File: src/iocr_defs.vh
// Constants for the I/O cell control and routing block.
// Assumes a single 50 MHz clock; included by bare name.
`ifndef IOCR_DEFS_VH
`define IOCR_DEFS_VH
`define IOCR_NCELL     8
`define IOCR_NLINE     12
`define IOCR_NDED      6
`define IOCR_NROWCH    16
`define IOCR_NCOLCH    16
`define IOCR_COL_STEP  2
`define IOCR_DED_CLK_HI 1
// Line roles on the shared control bus
`define IOCR_LN_OE6    7
`define IOCR_LN_OE7    9
`define IOCR_LN_OE_HI  5
`define IOCR_LN_GATE0  6
`define IOCR_LN_TIME0  6
`define IOCR_LN_TIME1  11
`define IOCR_LN_RST0   8
`define IOCR_LN_RST1   10
`define IOCR_LN_FAN0   6
`define IOCR_LN_FAN1   7
`define IOCR_LN_FAN2   9
`define IOCR_LN_FAN3   11
// Line source codes, 3 bits
`define IOCR_SRC_ROW   3'h6
`define IOCR_SRC_COL   3'h7
// Register clock select, 2 bits
`define IOCR_CK_T0     2'h0
`define IOCR_CK_T1     2'h1
`define IOCR_CK_D0     2'h2
`define IOCR_CK_D1     2'h3
// Register clear select, 2 bits
`define IOCR_CLR_R0    2'h1
`define IOCR_CLR_R1    2'h2
// Clock enable select, 3 bits
`define IOCR_GT_ON     3'h0
`define IOCR_GT_LC     3'h7
`define IOCR_GT_LINE0  3'h1
// Drive enable select, 4 bits
`define IOCR_OE_LC     4'h8
`define IOCR_OE_ON     4'h9
// Register use, 2 bits
`define IOCR_USE_IN    2'h1
`define IOCR_USE_OUT   2'h2
// Cell direction, 2 bits
`define IOCR_DIR_IN    2'h0
`define IOCR_DIR_OUT   2'h1
`define IOCR_DIR_BI    2'h2
`endif

File: src/iocr_io_cell_routing.v
// I/O cell array with shared peripheral control bus and channel routing.
// Assumes all pin and fabric inputs are synchronous to clk; cell clocks
// are sampled levels turned into one-cycle enables.
// chip_wide_reset acts as a synchronous override above clear and capture.
// Function
// - Each cell has a two-way buffer and one register, input or output.
// - Twelve shared lines: up to 8 enables, 6 gates, 2 clocks, 2 clears.
// - Each cell picks its own clock, clear, gate and drive enable.
// - Gate and drive enable may come straight from a logic cell.
// - Cell register may also clock from either dedicated clock pin.
// - A line is driven by a dedicated input, row logic cell or column.
// - Chip-wide reset clears every cell register, overriding all else.
// - One dedicated clock polarity applies to all cells.
// - Both clock senses need two bus lines, one per sense.
// - True and inverted control signals each occupy their own line.
// - Six lines are drive enables; six are gates with fixed extra roles.
// - Bus lines drive four global low-skew nets.
// - A logic cell reaches a global net via its row line and bus.
// - When enabled, a low chip tristate pin floats every pin.
// - Optional delay on the pad-to-routing path, per cell.
// - An input cell drives two row channels.
// - An output cell takes its data from a row or column channel multiplexer.
// - An input cell drives at most two column channels.
// - Output column multiplexer set differs from cell to cell.
// - Six dedicated low-skew inputs serve controls or data.
`timescale 1ns/1ps
`include "iocr_defs.vh"

module iocr_io_cell_routing (
  input  wire                              clk,
  input  wire                              reset,
  input  wire                              chip_wide_reset,
  input  wire                              chip_tristate_pin,
  input  wire                              tristate_feature_en,
  input  wire [`IOCR_NDED-1:0]             ded_in,
  input  wire                              ded_clk_invert,
  input  wire [`IOCR_NLINE-1:0]            row_first_lc,
  input  wire [`IOCR_NLINE-1:0]            col_feed,
  input  wire [3*`IOCR_NLINE-1:0]          line_src_sel,
  input  wire [`IOCR_NLINE-1:0]            line_invert,
  input  wire [2*`IOCR_NCELL-1:0]          cell_dir,
  input  wire [2*`IOCR_NCELL-1:0]          cell_reg_use,
  input  wire [2*`IOCR_NCELL-1:0]          cell_clk_sel,
  input  wire [2*`IOCR_NCELL-1:0]          cell_clr_sel,
  input  wire [3*`IOCR_NCELL-1:0]          cell_gate_sel,
  input  wire [4*`IOCR_NCELL-1:0]          cell_oe_sel,
  input  wire [`IOCR_NCELL-1:0]            cell_delay_en,
  input  wire [`IOCR_NCELL-1:0]            cell_out_from_col,
  input  wire [4*`IOCR_NCELL-1:0]          cell_out_ch_sel,
  input  wire [`IOCR_NCELL-1:0]            lc_gate,
  input  wire [`IOCR_NCELL-1:0]            lc_oe,
  input  wire [`IOCR_NROWCH-1:0]           row_chan,
  input  wire [`IOCR_NCOLCH-1:0]           col_chan,
  input  wire [`IOCR_NCELL-1:0]            pad_in,
  output wire [`IOCR_NCELL-1:0]            pad_out,
  output wire [`IOCR_NCELL-1:0]            pad_oe,
  output wire [2*`IOCR_NCELL-1:0]          row_drive,
  output wire [2*`IOCR_NCELL-1:0]          col_drive,
  output wire [3:0]                        fanout_net
);

  // Shared control bus, one flop per line
  reg  [`IOCR_NLINE-1:0] periph_line_q;
  wire [`IOCR_NLINE-1:0] periph_line_d;
  reg  [3:0]             fanout_q;
  wire [3:0]             fanout_d;
  wire [5:0]             gate_lines;
  wire [7:0]             oe_lines;
  wire [1:0]             ded_clk;
  wire                   float_all;

  genvar g;
  generate
    for (g = 0; g < `IOCR_NLINE; g = g + 1) begin : g_line
      wire [2:0] src;
      reg        raw;
      assign src = line_src_sel[3*g +: 3];
      // Codes below the row code pick a dedicated input by index
      always @* begin
        if (src == `IOCR_SRC_ROW) begin
          raw = row_first_lc[g];
        end else if (src == `IOCR_SRC_COL) begin
          raw = col_feed[g];
        end else begin
          raw = ded_in[src];
        end
      end
      // Each line carries one sense; a second sense needs a second line
      assign periph_line_d[g] = raw ^ line_invert[g];
    end
  endgenerate

  always @(posedge clk or posedge reset) begin
    if (reset) begin
      periph_line_q <= {`IOCR_NLINE{1'b0}};
      fanout_q      <= 4'h0;
    end else begin
      periph_line_q <= periph_line_d;
      fanout_q      <= fanout_d;
    end
  end

  // Second flop re-drives the nets so all four leave from one stage
  assign fanout_d = {periph_line_q[`IOCR_LN_FAN3],
                     periph_line_q[`IOCR_LN_FAN2],
                     periph_line_q[`IOCR_LN_FAN1],
                     periph_line_q[`IOCR_LN_FAN0]};

  assign fanout_net = fanout_q;

  // Fixed sharing pattern of the twelve lines
  assign gate_lines = periph_line_q[`IOCR_NLINE-1:`IOCR_LN_GATE0];
  assign oe_lines   = {periph_line_q[`IOCR_LN_OE7],
                       periph_line_q[`IOCR_LN_OE6],
                       periph_line_q[`IOCR_LN_OE_HI:0]};

  // A single polarity choice serves every cell
  assign ded_clk = ded_in[`IOCR_DED_CLK_HI:0] ^ {2{ded_clk_invert}};

  // Deasserted tristate pin floats all pads only when the feature is on
  assign float_all = tristate_feature_en & ~chip_tristate_pin;

  generate
    for (g = 0; g < `IOCR_NCELL; g = g + 1) begin : g_cell
      wire [1:0] dir;
      wire [1:0] use_sel;
      wire [1:0] ck_sel;
      wire [1:0] clr_sel;
      wire [2:0] gt_sel;
      wire [3:0] oe_sel;
      wire [3:0] ch_sel;
      wire [3:0] col_idx;
      localparam integer COL_OFF_I = g * `IOCR_COL_STEP;
      localparam [3:0]   COL_OFF   = COL_OFF_I[3:0];
      reg        clk_lvl;
      reg        clr_lvl;
      reg        gate_lvl;
      reg        oe_lvl;
      wire       clk_rise;
      wire       out_src;
      wire       pin_val;
      wire       in_val;
      reg        is_in;
      reg        is_out;
      reg        ck_prev_q;
      reg        dly_q;
      reg        cell_reg_q;
      reg        pad_out_q;
      reg        pad_oe_q;
      reg  [1:0] row_drv_q;
      reg  [1:0] col_drv_q;
      reg        cell_reg_d;
      reg        pad_out_d;
      reg        pad_oe_d;
      reg  [1:0] row_drv_d;
      reg  [1:0] col_drv_d;

      assign dir     = cell_dir[2*g +: 2];
      assign use_sel = cell_reg_use[2*g +: 2];
      assign ck_sel  = cell_clk_sel[2*g +: 2];
      assign clr_sel = cell_clr_sel[2*g +: 2];
      assign gt_sel  = cell_gate_sel[3*g +: 3];
      assign oe_sel  = cell_oe_sel[4*g +: 4];
      assign ch_sel  = cell_out_ch_sel[4*g +: 4];

      always @* begin
        case (ck_sel)
          `IOCR_CK_T0: clk_lvl = periph_line_q[`IOCR_LN_TIME0];
          `IOCR_CK_T1: clk_lvl = periph_line_q[`IOCR_LN_TIME1];
          `IOCR_CK_D0: clk_lvl = ded_clk[0];
          default:     clk_lvl = ded_clk[1];
        endcase
      end

      // Clear is sampled by clk, so it acts at the next edge, not at once
      always @* begin
        case (clr_sel)
          `IOCR_CLR_R0: clr_lvl = periph_line_q[`IOCR_LN_RST0];
          `IOCR_CLR_R1: clr_lvl = periph_line_q[`IOCR_LN_RST1];
          default:      clr_lvl = 1'b0;
        endcase
      end

      always @* begin
        if (gt_sel == `IOCR_GT_ON) begin
          gate_lvl = 1'b1;
        end else if (gt_sel == `IOCR_GT_LC) begin
          gate_lvl = lc_gate[g];
        end else begin
          gate_lvl = gate_lines[gt_sel - `IOCR_GT_LINE0];
        end
      end

      // Codes above the on code leave the pad undriven
      always @* begin
        if (oe_sel < `IOCR_OE_LC) begin
          oe_lvl = oe_lines[oe_sel[2:0]];
        end else if (oe_sel == `IOCR_OE_LC) begin
          oe_lvl = lc_oe[g];
        end else if (oe_sel == `IOCR_OE_ON) begin
          oe_lvl = 1'b1;
        end else begin
          oe_lvl = 1'b0;
        end
      end

      // Column set is shifted per cell so neighbours see different channels
      assign col_idx = ch_sel + COL_OFF;
      assign out_src = cell_out_from_col[g] ? col_chan[col_idx] :
                       row_chan[ch_sel];

      // Delay trades setup time for a guaranteed zero hold time
      assign pin_val  = cell_delay_en[g] ? dly_q : pad_in[g];
      assign clk_rise = clk_lvl & ~ck_prev_q;
      assign in_val   = (use_sel == `IOCR_USE_IN) ? cell_reg_q : pin_val;

      // Code 3 parks the cell: it neither listens nor drives
      always @* begin
        case (dir)
          `IOCR_DIR_IN: begin
            is_in  = 1'b1;
            is_out = 1'b0;
          end
          `IOCR_DIR_OUT: begin
            is_in  = 1'b0;
            is_out = 1'b1;
          end
          `IOCR_DIR_BI: begin
            is_in  = 1'b1;
            is_out = 1'b1;
          end
          default: begin
            is_in  = 1'b0;
            is_out = 1'b0;
          end
        endcase
      end

      always @(posedge clk or posedge reset) begin
        if (reset) begin
          ck_prev_q <= 1'b0;
          dly_q     <= 1'b0;
        end else begin
          ck_prev_q <= clk_lvl;
          dly_q     <= pad_in[g];
        end
      end

      // Chip reset first, then clear, then gated capture
      always @* begin
        cell_reg_d = cell_reg_q;
        if (chip_wide_reset) begin
          cell_reg_d = 1'b0;
        end else if (clr_lvl) begin
          cell_reg_d = 1'b0;
        end else if (clk_rise && gate_lvl) begin
          if (use_sel == `IOCR_USE_IN) begin
            cell_reg_d = pin_val;
          end else begin
            cell_reg_d = out_src;
          end
        end
      end

      always @(posedge clk or posedge reset) begin
        if (reset) begin
          cell_reg_q <= 1'b0;
        end else begin
          cell_reg_q <= cell_reg_d;
        end
      end

      // Pad and channel copies are registered so every output is a flop
      always @* begin
        pad_out_d = (use_sel == `IOCR_USE_OUT) ? cell_reg_q : out_src;
        pad_oe_d  = is_out & oe_lvl & ~float_all;
        row_drv_d = is_in ? {2{in_val}} : 2'h0;
        col_drv_d = is_in ? {2{in_val}} : 2'h0;
      end

      always @(posedge clk or posedge reset) begin
        if (reset) begin
          pad_out_q <= 1'b0;
          pad_oe_q  <= 1'b0;
          row_drv_q <= 2'h0;
          col_drv_q <= 2'h0;
        end else begin
          pad_out_q <= pad_out_d;
          pad_oe_q  <= pad_oe_d;
          row_drv_q <= row_drv_d;
          col_drv_q <= col_drv_d;
        end
      end

      assign pad_out[g]         = pad_out_q;
      assign pad_oe[g]          = pad_oe_q;
      assign row_drive[2*g +: 2] = row_drv_q;
      assign col_drive[2*g +: 2] = col_drv_q;
    end
  endgenerate

endmodule // iocr_io_cell_routing
File: config.mk
export PLATFORM = sky130hd
export DESIGN_NAME = iocr_io_cell_routing
export DESIGN_NICKNAME = d
export VERILOG_FILES = /design/src/iocr_io_cell_routing.v
export VERILOG_INCLUDE_DIRS = /design/src /design/src/src
export SDC_FILE = /design/constraint.sdc
export NUM_CORES = 1
export LEC_CHECK = 0
export BUFFER_PORTS_ARGS = -buffer_cell sky130_fd_sc_hd__buf_2
export CAP_MARGIN = 20
export CORE_MARGIN = 4
export CORE_UTILIZATION = 40
export CTS_BUF_LIST = sky130_fd_sc_hd__clkbuf_2 sky130_fd_sc_hd__clkbuf_4 sky130_fd_sc_hd__clkbuf_8
export DETAILED_ROUTE_END_ITERATION = 8
export MAX_ROUTING_LAYER = met4
export PLACE_DENSITY = 0.67
export SETUP_SLACK_MARGIN = 0.1
export SYNTH_ARGS = -nofsm -noshare
export SYNTH_HDL_FRONTEND = slang
export SYNTH_SLANG_ARGS = --single-unit
File: constraint.sdc
create_clock -name clk -period 5.5 [get_ports clk]
set_input_delay 1.1 -clock clk [delete_from_list [all_inputs] [get_ports clk]]
set_output_delay 1.1 -clock clk [all_outputs]
set_load 0.05 [all_outputs]
==> results.toml, run 1 <==
[global_routing]
antenna_found_initial = 8
grt_pass1_wl_um = 41800
grt_max_degree = 65
grt-ovfl-total = 0
grt.total_usage = 0.253
grt_pass1_vias = 7660

[critical_path]
crit_path_start_kind = "input port"
cp_slowest_cell = "mux4_2"
crit_family = "compound AO/OA/AOI/OAI gates"
crit_path_frequent_cell = "ha_1"
worstSetupPathType = "input port to flip-flop"
slowest_delay_ns = 0.50
worst_setup_path_end_kind = "flip-flop"
cp.arrival_ns = 3.19
crit_buf_inv = 2
crit_required_ns = 5.74
cp_max_fo = 4
crit_chain = "buf_2, inv_1, ha_1, ha_1, mux4_2, a221o_1, nand3_1, nor3b_1, a211o_1"

[synth]
synth_ff_type = "dfrtp_1"
synth-seq-cells = 64
synth_edf_count = 0
synth-async-reset-ratio = 1.00
syn-num-nets = 1090
synthSimpleGateAreaFrac = 0.0916
syn_area_sq_mm = 0.00799
yosysWarnings = 0
synth_compound_area_frac = 0.0880
synth-seq-area-share = 0.201
synth_fa_ha_area_frac = 0.0940
syn-instance-count = 722
synth_xor_xnor_area_share = 0.0197
synth_top_family_by_area = "multiplexers"
syn_area_per_cell_sq_um = 11.1
synth_mux_area_frac = 0.415
ys_types = 40

[sta]
finalHoldViolations = 0
rsz0062_at_grt = "false"
period_needed_ns = 2.95
finClkSkew_ns = 0.0115
tns_ns = 0
fin_ws_ns = 2.55
post-route-period-util = 0.536
tightest_slew_ns = 0.884
fmax_mhz = 339
setup_viol = 0
drv_slew = 0
slew-limit-headroom = 0.411

[cts]
tritoncts = "built"
cts_resized = 0
clock_sinks = 64
post_cts_buffers = 0
cts_buffers = 9
clk_latency_ns = 0.36
htree_levels = 3
root_buffer = "clkbuf_8"
path_clk_slew_ns = 0.08
hold_buffers = 0
cts_buffer_depth = 2

[route]
wire_per_inst_um = 21.5
viasPerCell = 5.65
routed_wirelength_um = 28000
drt_iter0_drc = 474
first_pass_iters = 4
drtAntennaViolNets = 0
dr_total_vias = 7336
route.detailed.drc = 0

[placed_design]
place_hpwl_um = 22600
gp_congestion = 0.969
pre_cts_ws_ns = 2.17
io_buffer_count = 359

[status]
status = "completed"

[layout]
syn2layout_area_growth_pct = 24.2
layout_common_cells = "359 x buf_2, 118 x mux4_2, 76 x inv_1"
finalNetCount = 1391
drive_above_1_share = 0.501
layout.cells.most_common = "buf_2"

[die]
fp.dieW_um = 149
die_y_um = 149
io_pins = 360
start_util = 0.409
rows = 51
core_sq_mm = 0.0195
die_area_sq_mm = 0.0223

[pwr]
fin_total_pwr_mw = 1.97
p_per_area_mw_per_mm2 = 198
ir_drop_mv = 0.101
p_leak_nw = 4.93

[job]
maxCapViolCount = 0

[hold_path]
hold_path.class = "flip-flop to flip-flop"
## per-layer routing
metal	wire [um]	GRT usage	up-vias
met2	14300	0.433	434
met1	10100	0.297	3510
met3	2770	0.0614	55
met4	750	0.0783	0
li1	-	-	3337
met5	0	-	-
## cell families after synthesis
family	Yosys count
fa+ha+maj	60
simple gates	139
mux	182
compound gates	110
flops	64
buf+inv	149
xor+xnor	18
## tightest hold or removal path: cells and delay by family, from the launching register on
family,cells,cell delay (ns)
simple gates,1,0.07
flops,1,0.38
compound gates,1,0.07
## synth_stat cells (all sizes together) (6+ instances only)
master | count | area, sq um
nand3b | 6 | 45.0
dfrtp | 64 | 1600
a22oi | 8 | 60.1
ha | 60 | 751
mux4 | 118 | 2660
nor2 | 36 | 135
buf | 50 | 353
and3 | 14 | 87.6
mux2i | 48 | 480
nand2b | 17 | 106
mux2 | 16 | 180
a21oi | 28 | 140
o22ai | 8 | 50.1
a31oi | 10 | 62.6
xor2 | 6 | 52.6
xnor2 | 12 | 105
clkbuf | 20 | 75.1
nand2 | 10 | 37.5
inv | 79 | 297
a21o | 8 | 60.1
o21ai | 24 | 120
nor2b | 14 | 87.6
a221o | 8 | 80.1
nand3 | 26 | 130
## report_power, final
group	internal, mW	switching [mW]	total (mW)
Clock	0.237	0.218	0.455
Combinational	0.421	0.475	0.896
Sequential	0.528	0.0894	0.617
## sequential cells by signal, summed over array words and instances (netlist names)
| name | count |
|---|---|
| periph_line_q | 12 |
| g_cell.cell_reg_q | 8 |
| g_cell.ck_prev_q | 8 |
| g_cell.col_drv_q | 8 |
| g_cell.dly_q | 8 |
| g_cell.pad_oe_q | 8 |
| g_cell.pad_out_q | 8 |
| fanout_net | 4 |
## final cells by class
| type | instances | area (sq um) |
|---|---|---|
| Clock inverter | 5 | 62.6 |
| Timing Repair Buffer | 360 | 1800 |
| Sequential cell | 64 | 1600 |
| Inverter | 79 | 298 |
| Tap cell | 265 | 332 |
| Antenna cell | 5 | 12.5 |
| Clock buffer | 11 | 151 |
| Fill cell | 1798 | 9600 |
| Multi-Input combinational cell | 509 | 5660 |
## worst paths after layout
path / start / end / slack (ns) / depth (start not counted)
worst max-delay path: cell_gate_sel[12] / g_cell[4].cell_reg_q / 2.55 / 9
worst min-delay path: g_cell[3].cell_reg_q / g_cell[3].col_drv_q[0] / 0.56 / 2
worst max register to register: periph_line_q[10] / g_cell[0].cell_reg_q / 3.19 / 5
worst min register to register: g_cell[3].cell_reg_q / g_cell[3].col_drv_q[0] / 0.56 / 2
max in group asynchronous: reset / g_cell[1].ck_prev_q / 3.92 / 3
min in group asynchronous: reset / g_cell[5].col_drv_q[0] / 0.98 / 3
## per-stage QoR
step / utilization / cells / instance area, sq um / hold slack [ns]
floorplan: - / 722 / 7990 / 0.440
global placement: 0.497 / 1277 / 9700 / 0.535
detailed placement: 0.497 / 1277 / 9700 / 0.542
CTS: 0.508 / 1293 / 9910 / 0.560
global route: 0.508 / 1298 / 9920 / 0.585
finish: 0.508 / 1298 / 9920 / 0.559
No activity file was read; power rests on OpenSTA's default activity.
==> inputs of run 2 (changes only) <==
--- a/config.mk
+++ b/config.mk
@@ -6,6 +6,7 @@
 export SDC_FILE = /design/constraint.sdc
 export NUM_CORES = 1
 export LEC_CHECK = 0
+export ABC_AREA = 1
 export BUFFER_PORTS_ARGS = -buffer_cell sky130_fd_sc_hd__buf_2
 export CAP_MARGIN = 20
 export CORE_MARGIN = 4
@@ -13,7 +14,7 @@
 export CTS_BUF_LIST = sky130_fd_sc_hd__clkbuf_2 sky130_fd_sc_hd__clkbuf_4 sky130_fd_sc_hd__clkbuf_8
 export DETAILED_ROUTE_END_ITERATION = 8
 export MAX_ROUTING_LAYER = met4
-export PLACE_DENSITY = 0.67
+export PLACE_DENSITY = 0.65
 export SETUP_SLACK_MARGIN = 0.1
 export SYNTH_ARGS = -nofsm -noshare
 export SYNTH_HDL_FRONTEND = slang
==> constraint.sdc (replaced) <==
create_clock -name clk -period 3.1 [get_ports clk]
set_input_delay 0.62 -clock clk [delete_from_list [all_inputs] [get_ports clk]]
set_output_delay 0.62 -clock clk [all_outputs]
set_load 0.05 [all_outputs]
==> run 2 against run 1 <==
Wire length increased by 30%. Register-to-register slack got worse by 2.1 ns. Critical endpoint is now g_cell[5].cell_reg_q. Power increased by 76%. Critical path type is now flip-flop to flip-flop. Synthesized area increased by 13%. Synthesized cell count increased by 120%. Combinational power increased by 85%. Setup slack got worse by 1.5 ns. Non-clock buffer count increased by 1.
==> results.toml, run 2 <==
[synth]
synth_edf_count = 0
synth_common_cells = "551 x nand2_1, 276 x nand3_1, 226 x inv_1, 77 x o21ai_0, 64 x dfrtp_1"
synth-seq-cells = 64
synth-seq-area-share = 0.178
syn-instance-count = 1573
post-synth-top-count-cell = "nand2_1"
synth_ff_type = "dfrtp_1"
syn-num-nets = 1941
synth_top_area_share = 0.229
synth-async-reset-ratio = 1.00
yosysWarnings = 0
syn_area_sq_mm = 0.00902
ys_types = 33
syn_area_per_cell_sq_um = 5.73
synth_area_leader_cell = "nand2_1"
ys_top_cells_by_area = "nand2_1 23%, dfrtp_1 18%, nand3_1 15%"

[cts]
cts_buffers = 9
hold_buffers = 0
post_cts_buffers = 0
root_buffer = "clkbuf_8"
path_clk_slew_ns = 0.08
htree_levels = 3
tritoncts = "built"
clk_latency_ns = 0.37
cts_buffer_depth = 2
cts_resized = 0
clock_sinks = 64

[layout]
fillCellCount = 2435
layout_common_cells = "551 x nand2_1, 359 x buf_2, 276 x nand3_1"
design_area_sq_mm = 0.0109
multi_input_area_sq_mm = 0.00596
final_cell_count_no_fill = 2153
finalNetCount = 2226
layout.cells.most_common = "nand2_1"
seqCellArea_sq_mm = 0.00160
top_register = "periph_line_q"
syn2layout_area_growth_pct = 20.4
largest_reg_flops = 12
drive_above_1_share = 0.214

[route]
drt_iter0_drc = 855
viasPerCell = 5.25
dr_total_vias = 11300
route.detailed.drc = 0
wire_per_inst_um = 16.8
drtAntennaViolNets = 0
first_pass_iters = 6
routed_wirelength_um = 36200

[placed_design]
io_buffer_count = 359
place_hpwl_um = 28900
pre_cts_ws_ns = 0.884
gp_congestion = 0.959
place_inst = 2127
placed_cell_area_sq_mm = 0.0106

[sta]
finClkSkew_ns = 0.0119
tightest_slew_ns = 0.664
period_needed_ns = 2.00
setup_viol = 0
tns_ns = 0
rsz0062_at_grt = "false"
slew-limit-headroom = 0.557
drv_slew = 0
fin_ws_ns = 1.10
finalHoldViolations = 0
post-route-period-util = 0.647
fmax_mhz = 499

[die]
start_util = 0.410
core_sq_mm = 0.0220
fp.dieW_um = 158
die_y_um = 158
die_area_sq_mm = 0.0250
io_pins = 360
rows = 54

[job]
maxCapViolCount = 0

[critical_path]
r2r_start = "periph_line_q[8]"
crit_start = "periph_line_q[8]"
crit_path_frequent_cell = "nand2_1"
slowest_delay_ns = 0.66
crit_path_start_kind = "flip-flop"
reg2reg_depth = 10
cp_slowest_cell = "dfrtp_1"
worstSetupPathType = "flip-flop to flip-flop"
crit_family = "simple AND/OR/NAND/NOR gates"
cp_max_fo = 9
worst_setup_path_end_kind = "flip-flop"
cp.depth = 10
rrSetupSlack_ns = 1.10
cp.arrival_ns = 2.31
crit_buf_inv = 1
r2r_end = "g_cell[5].cell_reg_q"
crit_chain = "inv_1, nand2_1, nand3_1, a21boi_0, nand2_1, nand2_1, nand3_1, nor2_1, nand2_1, nand2_1"
crit_required_ns = 3.41

[status]
status = "completed"

[pwr]
fin_total_pwr_mw = 3.47
p_per_area_mw_per_mm2 = 320
ir_drop_mv = 0.264
p_leak_nw = 6.40

[global_routing]
grt-ovfl-total = 0
grt.total_usage = 0.282
antenna_found_initial = 7
grt_pass1_vias = 10400
grt_max_degree = 65
grt_pass1_wl_um = 53900

[hold_path]
hold_path.class = "input port to async pin"
-- run 2: cell types whose count changed in the layout (fill, tap and decap cells not counted), moves of 20 or more --
cell and delta:
o21ai_0 +69, nand3_1 +250, mux4_2 -118, nor2_1 +20
inv_1 +149, nand2_1 +541, mux2i_1 -48, o211ai_1 +24
-- run 2: logic make-up (layout without fill, tap and decap cells) --
kind of cell               after synthesis  after routing  share of synthesized area
other                                    0             10                          0
DFF                                     64             64                      0.178
buffers and inverters                  325            615                      0.162
adders and majority gates               60             60                     0.0832
and+or+nand+nor                        889            889                      0.410
xor gates and xnor gates                18             18                     0.0183
AOI/OAI and AO/OA                      217            217                      0.150
-- run 2: area by class of cell --
type / instances / area share
repair buffers: 361 / 0.168
multi-input cells: 1184 / 0.549
clock buffers: 11 / 0.0139
flip-flops and latches: 64 / 0.147
diodes: 10 / 0.00230
well taps: 280 / 0.0323
clock inverters: 5 / 0.00507
inverters: 238 / 0.0824
-- run 2: layer usage --
| metal | wire length [um] | share of wire | up-vias | track usage |
|---|---|---|---|---|
| met5 | 0 | 0 | - | - |
| met4 | 1470 | 0.041 | 0 | 0.119 |
| met3 | 3140 | 0.087 | 93 | 0.0558 |
| met2 | 16900 | 0.47 | 550 | 0.443 |
| met1 | 14700 | 0.41 | 5016 | 0.355 |
| li1 | - | - | 5649 | - |
-- run 2: worst max-delay path by stage --
| stage | endpoint | slack (ns) |
|---|---|---|
| final | g_cell[5].cell_reg_q | 1.10 |
| after global routing | g_cell[4].cell_reg_q | 0.96 |
| after CTS | g_cell[5].cell_reg_q | 1.08 |
| after detailed placement | g_cell[5].cell_reg_q | 0.88 |
| after global placement | g_cell[7].cell_reg_q | 0.94 |
| after floorplan | fanout_net[0] | 0.88 |
-- run 2: power breakdown --
part / switching, mW / internal, mW
Clock: 0.370 / 0.412
Sequential: 0.105 / 0.926
Combinational: 1.10 / 0.553
Total: 1.58 / 1.89
-- run 2: worst register-to-register path, cell delays in order (launching register included) --
cell and delay (ns):
dfrtp_1 0.66, inv_1 0.32, nand2_1 0.14, nand3_1 0.08, a21boi_0 0.19, nand2_1 0.08, nand2_1 0.06, nand3_1 0.17
nor2_1 0.14, nand2_1 0.06, nand2_1 0.05
-- run 2: through the flow --
stage / hold slack [ns] / utilization
after floorplan: 0.372 / -
after global placement: 0.442 / 0.483
after detailed placement: 0.442 / 0.483
after CTS: 0.306 / 0.492
after global routing: 0.324 / 0.493
final: 0.305 / 0.493
==> inputs of run 3 (changes only) <==
==> constraint.sdc (replaced) <==
create_clock -name clk -period 1.9 [get_ports clk]
set_input_delay 0.38 -clock clk [delete_from_list [all_inputs] [get_ports clk]]
set_output_delay 0.38 -clock clk [all_outputs]
set_load 0.05 [all_outputs]
==> run 3 against run 2 <==
Clock power up 49%. Clock-buffer cell count up 1. Sequential power up 58%. Via count about the same. Die area unchanged. Register-to-register slack worse by 0.87 ns. Global-route usage up 0.44 points. Utilization up 0.73 points. Critical path depth unchanged. Critical endpoint is now g_cell[1].cell_reg_q. Cell count up 1.0%.
==> results.toml, run 3 (synthesis results as in run 2) <==
[status]
status = "completed"

[die]
core_sq_mm = 0.0220
die_area_sq_mm = 0.0250
die_y_um = 158
fp.dieW_um = 158
io_pins = 360
rows = 54
start_util = 0.410

[placed_design]
gp_congestion = 0.968
place_hpwl_um = 29500
io_buffer_count = 359
place_inst = 2151

[critical_path]
crit_family = "simple AND/OR/NAND/NOR gates"
slowest_delay_ns = 0.50
cp_slowest_cell = "dfrtp_1"
crit_chain = "inv_1, nand2_1, nand3_1, a21boi_0, nand2_1, nand3_1, nand2_1, nor2_1, nand2_1, nand2_1"
worstSetupPathType = "flip-flop to flip-flop"
crit_path_start_kind = "flip-flop"
cp.arrival_ns = 1.98
crit_path_frequent_cell = "nand2_1"
crit_required_ns = 2.20
crit_buf_inv = 1
worst_setup_path_end_kind = "flip-flop"
cp_max_fo = 6

[cts]
cts_resized = 0
clock_sinks = 64
cts_buffers = 9
post_cts_buffers = 0
path_clk_slew_ns = 0.09
cts_buffer_depth = 2
hold_buffers = 1
root_buffer = "clkbuf_8"
tritoncts = "built"
clk_latency_ns = 0.37
htree_levels = 3

[layout]
finalNetCount = 2251
drive_above_1_share = 0.224
utilization = 0.500
top_register = "periph_line_q"
layout.cells.most_common = "nand2_1"
largest_reg_flops = 12
syn2layout_area_growth_pct = 22.2
layout_common_cells = "551 x nand2_1, 359 x buf_2, 276 x nand3_1"
final_cell_count_no_fill = 2175

[route]
route.detailed.drc = 0
wire_per_inst_um = 16.8
drt_iter0_drc = 718
dr_total_vias = 11300
first_pass_iters = 5
viasPerCell = 5.20
drtAntennaViolNets = 0
routed_wirelength_um = 36600

[pwr]
switching_share = 0.465
power_frac_clock = 0.208
p_leak_nw = 6.51
power.internal_mw = 3.01
seq_power_share = 0.291
p_per_area_mw_per_mm2 = 510
ir_drop_mv = 0.290
power.switching_mw = 2.61
share_comb_of_total_power = 0.502

[sta]
finClkSkew_ns = 0.0126
drv_slew = 0
tns_ns = 0
fmax_mhz = 596
setup_viol = 0
period_needed_ns = 1.68
finalHoldViolations = 0
slew-limit-headroom = 0.705
rsz0062_at_grt = "false"
post-route-period-util = 0.882
tightest_slew_ns = 0.440

[global_routing]
grt_pass1_wl_um = 54900
grt.total_usage = 0.287
grt-ovfl-total = 0
antenna_found_initial = 6
grt_max_degree = 49
grt_pass1_vias = 10600

[job]
maxCapViolCount = 0

[hold_path]
hold_path.class = "input port to flip-flop"
-- run 3: cell types whose count changed in the layout (fill, tap and decap cells not counted) --
cell / change
buf_4: +24
bufinv_16: -1
clkbuf_4: +2
clkbuf_8: -1
clkinv_2: -2
clkinv_4: +2
diode_2: -3
dlygate4sd3_1: +1
-- run 3: metal layers --
metal | track usage | share of wire
met3 | 0.0440 | 0.075
met1 | 0.369 | 0.42
met2 | 0.462 | 0.47
met5 | - | 0
met4 | 0.0950 | 0.032
-- run 3: final cells by class --
type	instances	area, sq um
Tap cell	280	350
Inverter	238	897
Timing Repair Buffer	386	2010
Sequential cell	64	1600
Fill cell	2387	11000
Multi-Input combinational cell	1184	5960
Clock inverter	4	30.0
Clock buffer	12	153
Antenna cell	7	17.5
-- run 3: metrics by stage --
step           worst slack [ns]  power [mW]  hold slack [ns]  cell area (sq um)
6_report                  0.224        5.62            0.131              11000
3_3_place_gp             0.0884        4.43            0.406              10800
2_1_floorplan             0.283        3.48            0.372               9020
5_1_grt                   0.110        6.04            0.105              11000
4_1_cts                   0.250        5.64            0.108              11000
3_5_place_dp             0.0382        4.45            0.412              10800
-- run 3: path summary, 6_finish.rpt --
check | startpoint | endpoint | slack, ns | cells after the start
max in group asynchronous | reset | g_cell[3].ck_prev_q | 0.72 | 4
min in group asynchronous | reset | g_cell[3].pad_oe_q | 0.56 | 3
min reg2reg | periph_line_q[6] | fanout_net[0] | 0.47 | 0
min | pad_in[7] | g_cell[7].dly_q | 0.13 | 1
max reg2reg | periph_line_q[10] | g_cell[1].cell_reg_q | 0.22 | 10
max | periph_line_q[10] | g_cell[1].cell_reg_q | 0.22 | 10
-- run 3: worst register-to-register path, stage by stage, from the launching register on --
cell	delay [ns]
dfrtp_1	0.50
inv_1	0.23
nand2_1	0.11
nand3_1	0.07
a21boi_0	0.18
nand2_1	0.07
nand3_1	0.10
nand2_1	0.14
nor2_1	0.12
nand2_1	0.06
nand2_1	0.05
-- run 3: power by group through the flow --
stage	sequential, mW	clock (mW)	combinational [mW]
6_report	1.63	1.17	2.82
5_1_grt	1.65	1.27	3.12
4_1_cts	1.63	1.20	2.81
3_5_place_dp	1.66	0	2.79
3_3_place_gp	1.66	0	2.77
2_1_floorplan	1.70	0	1.78
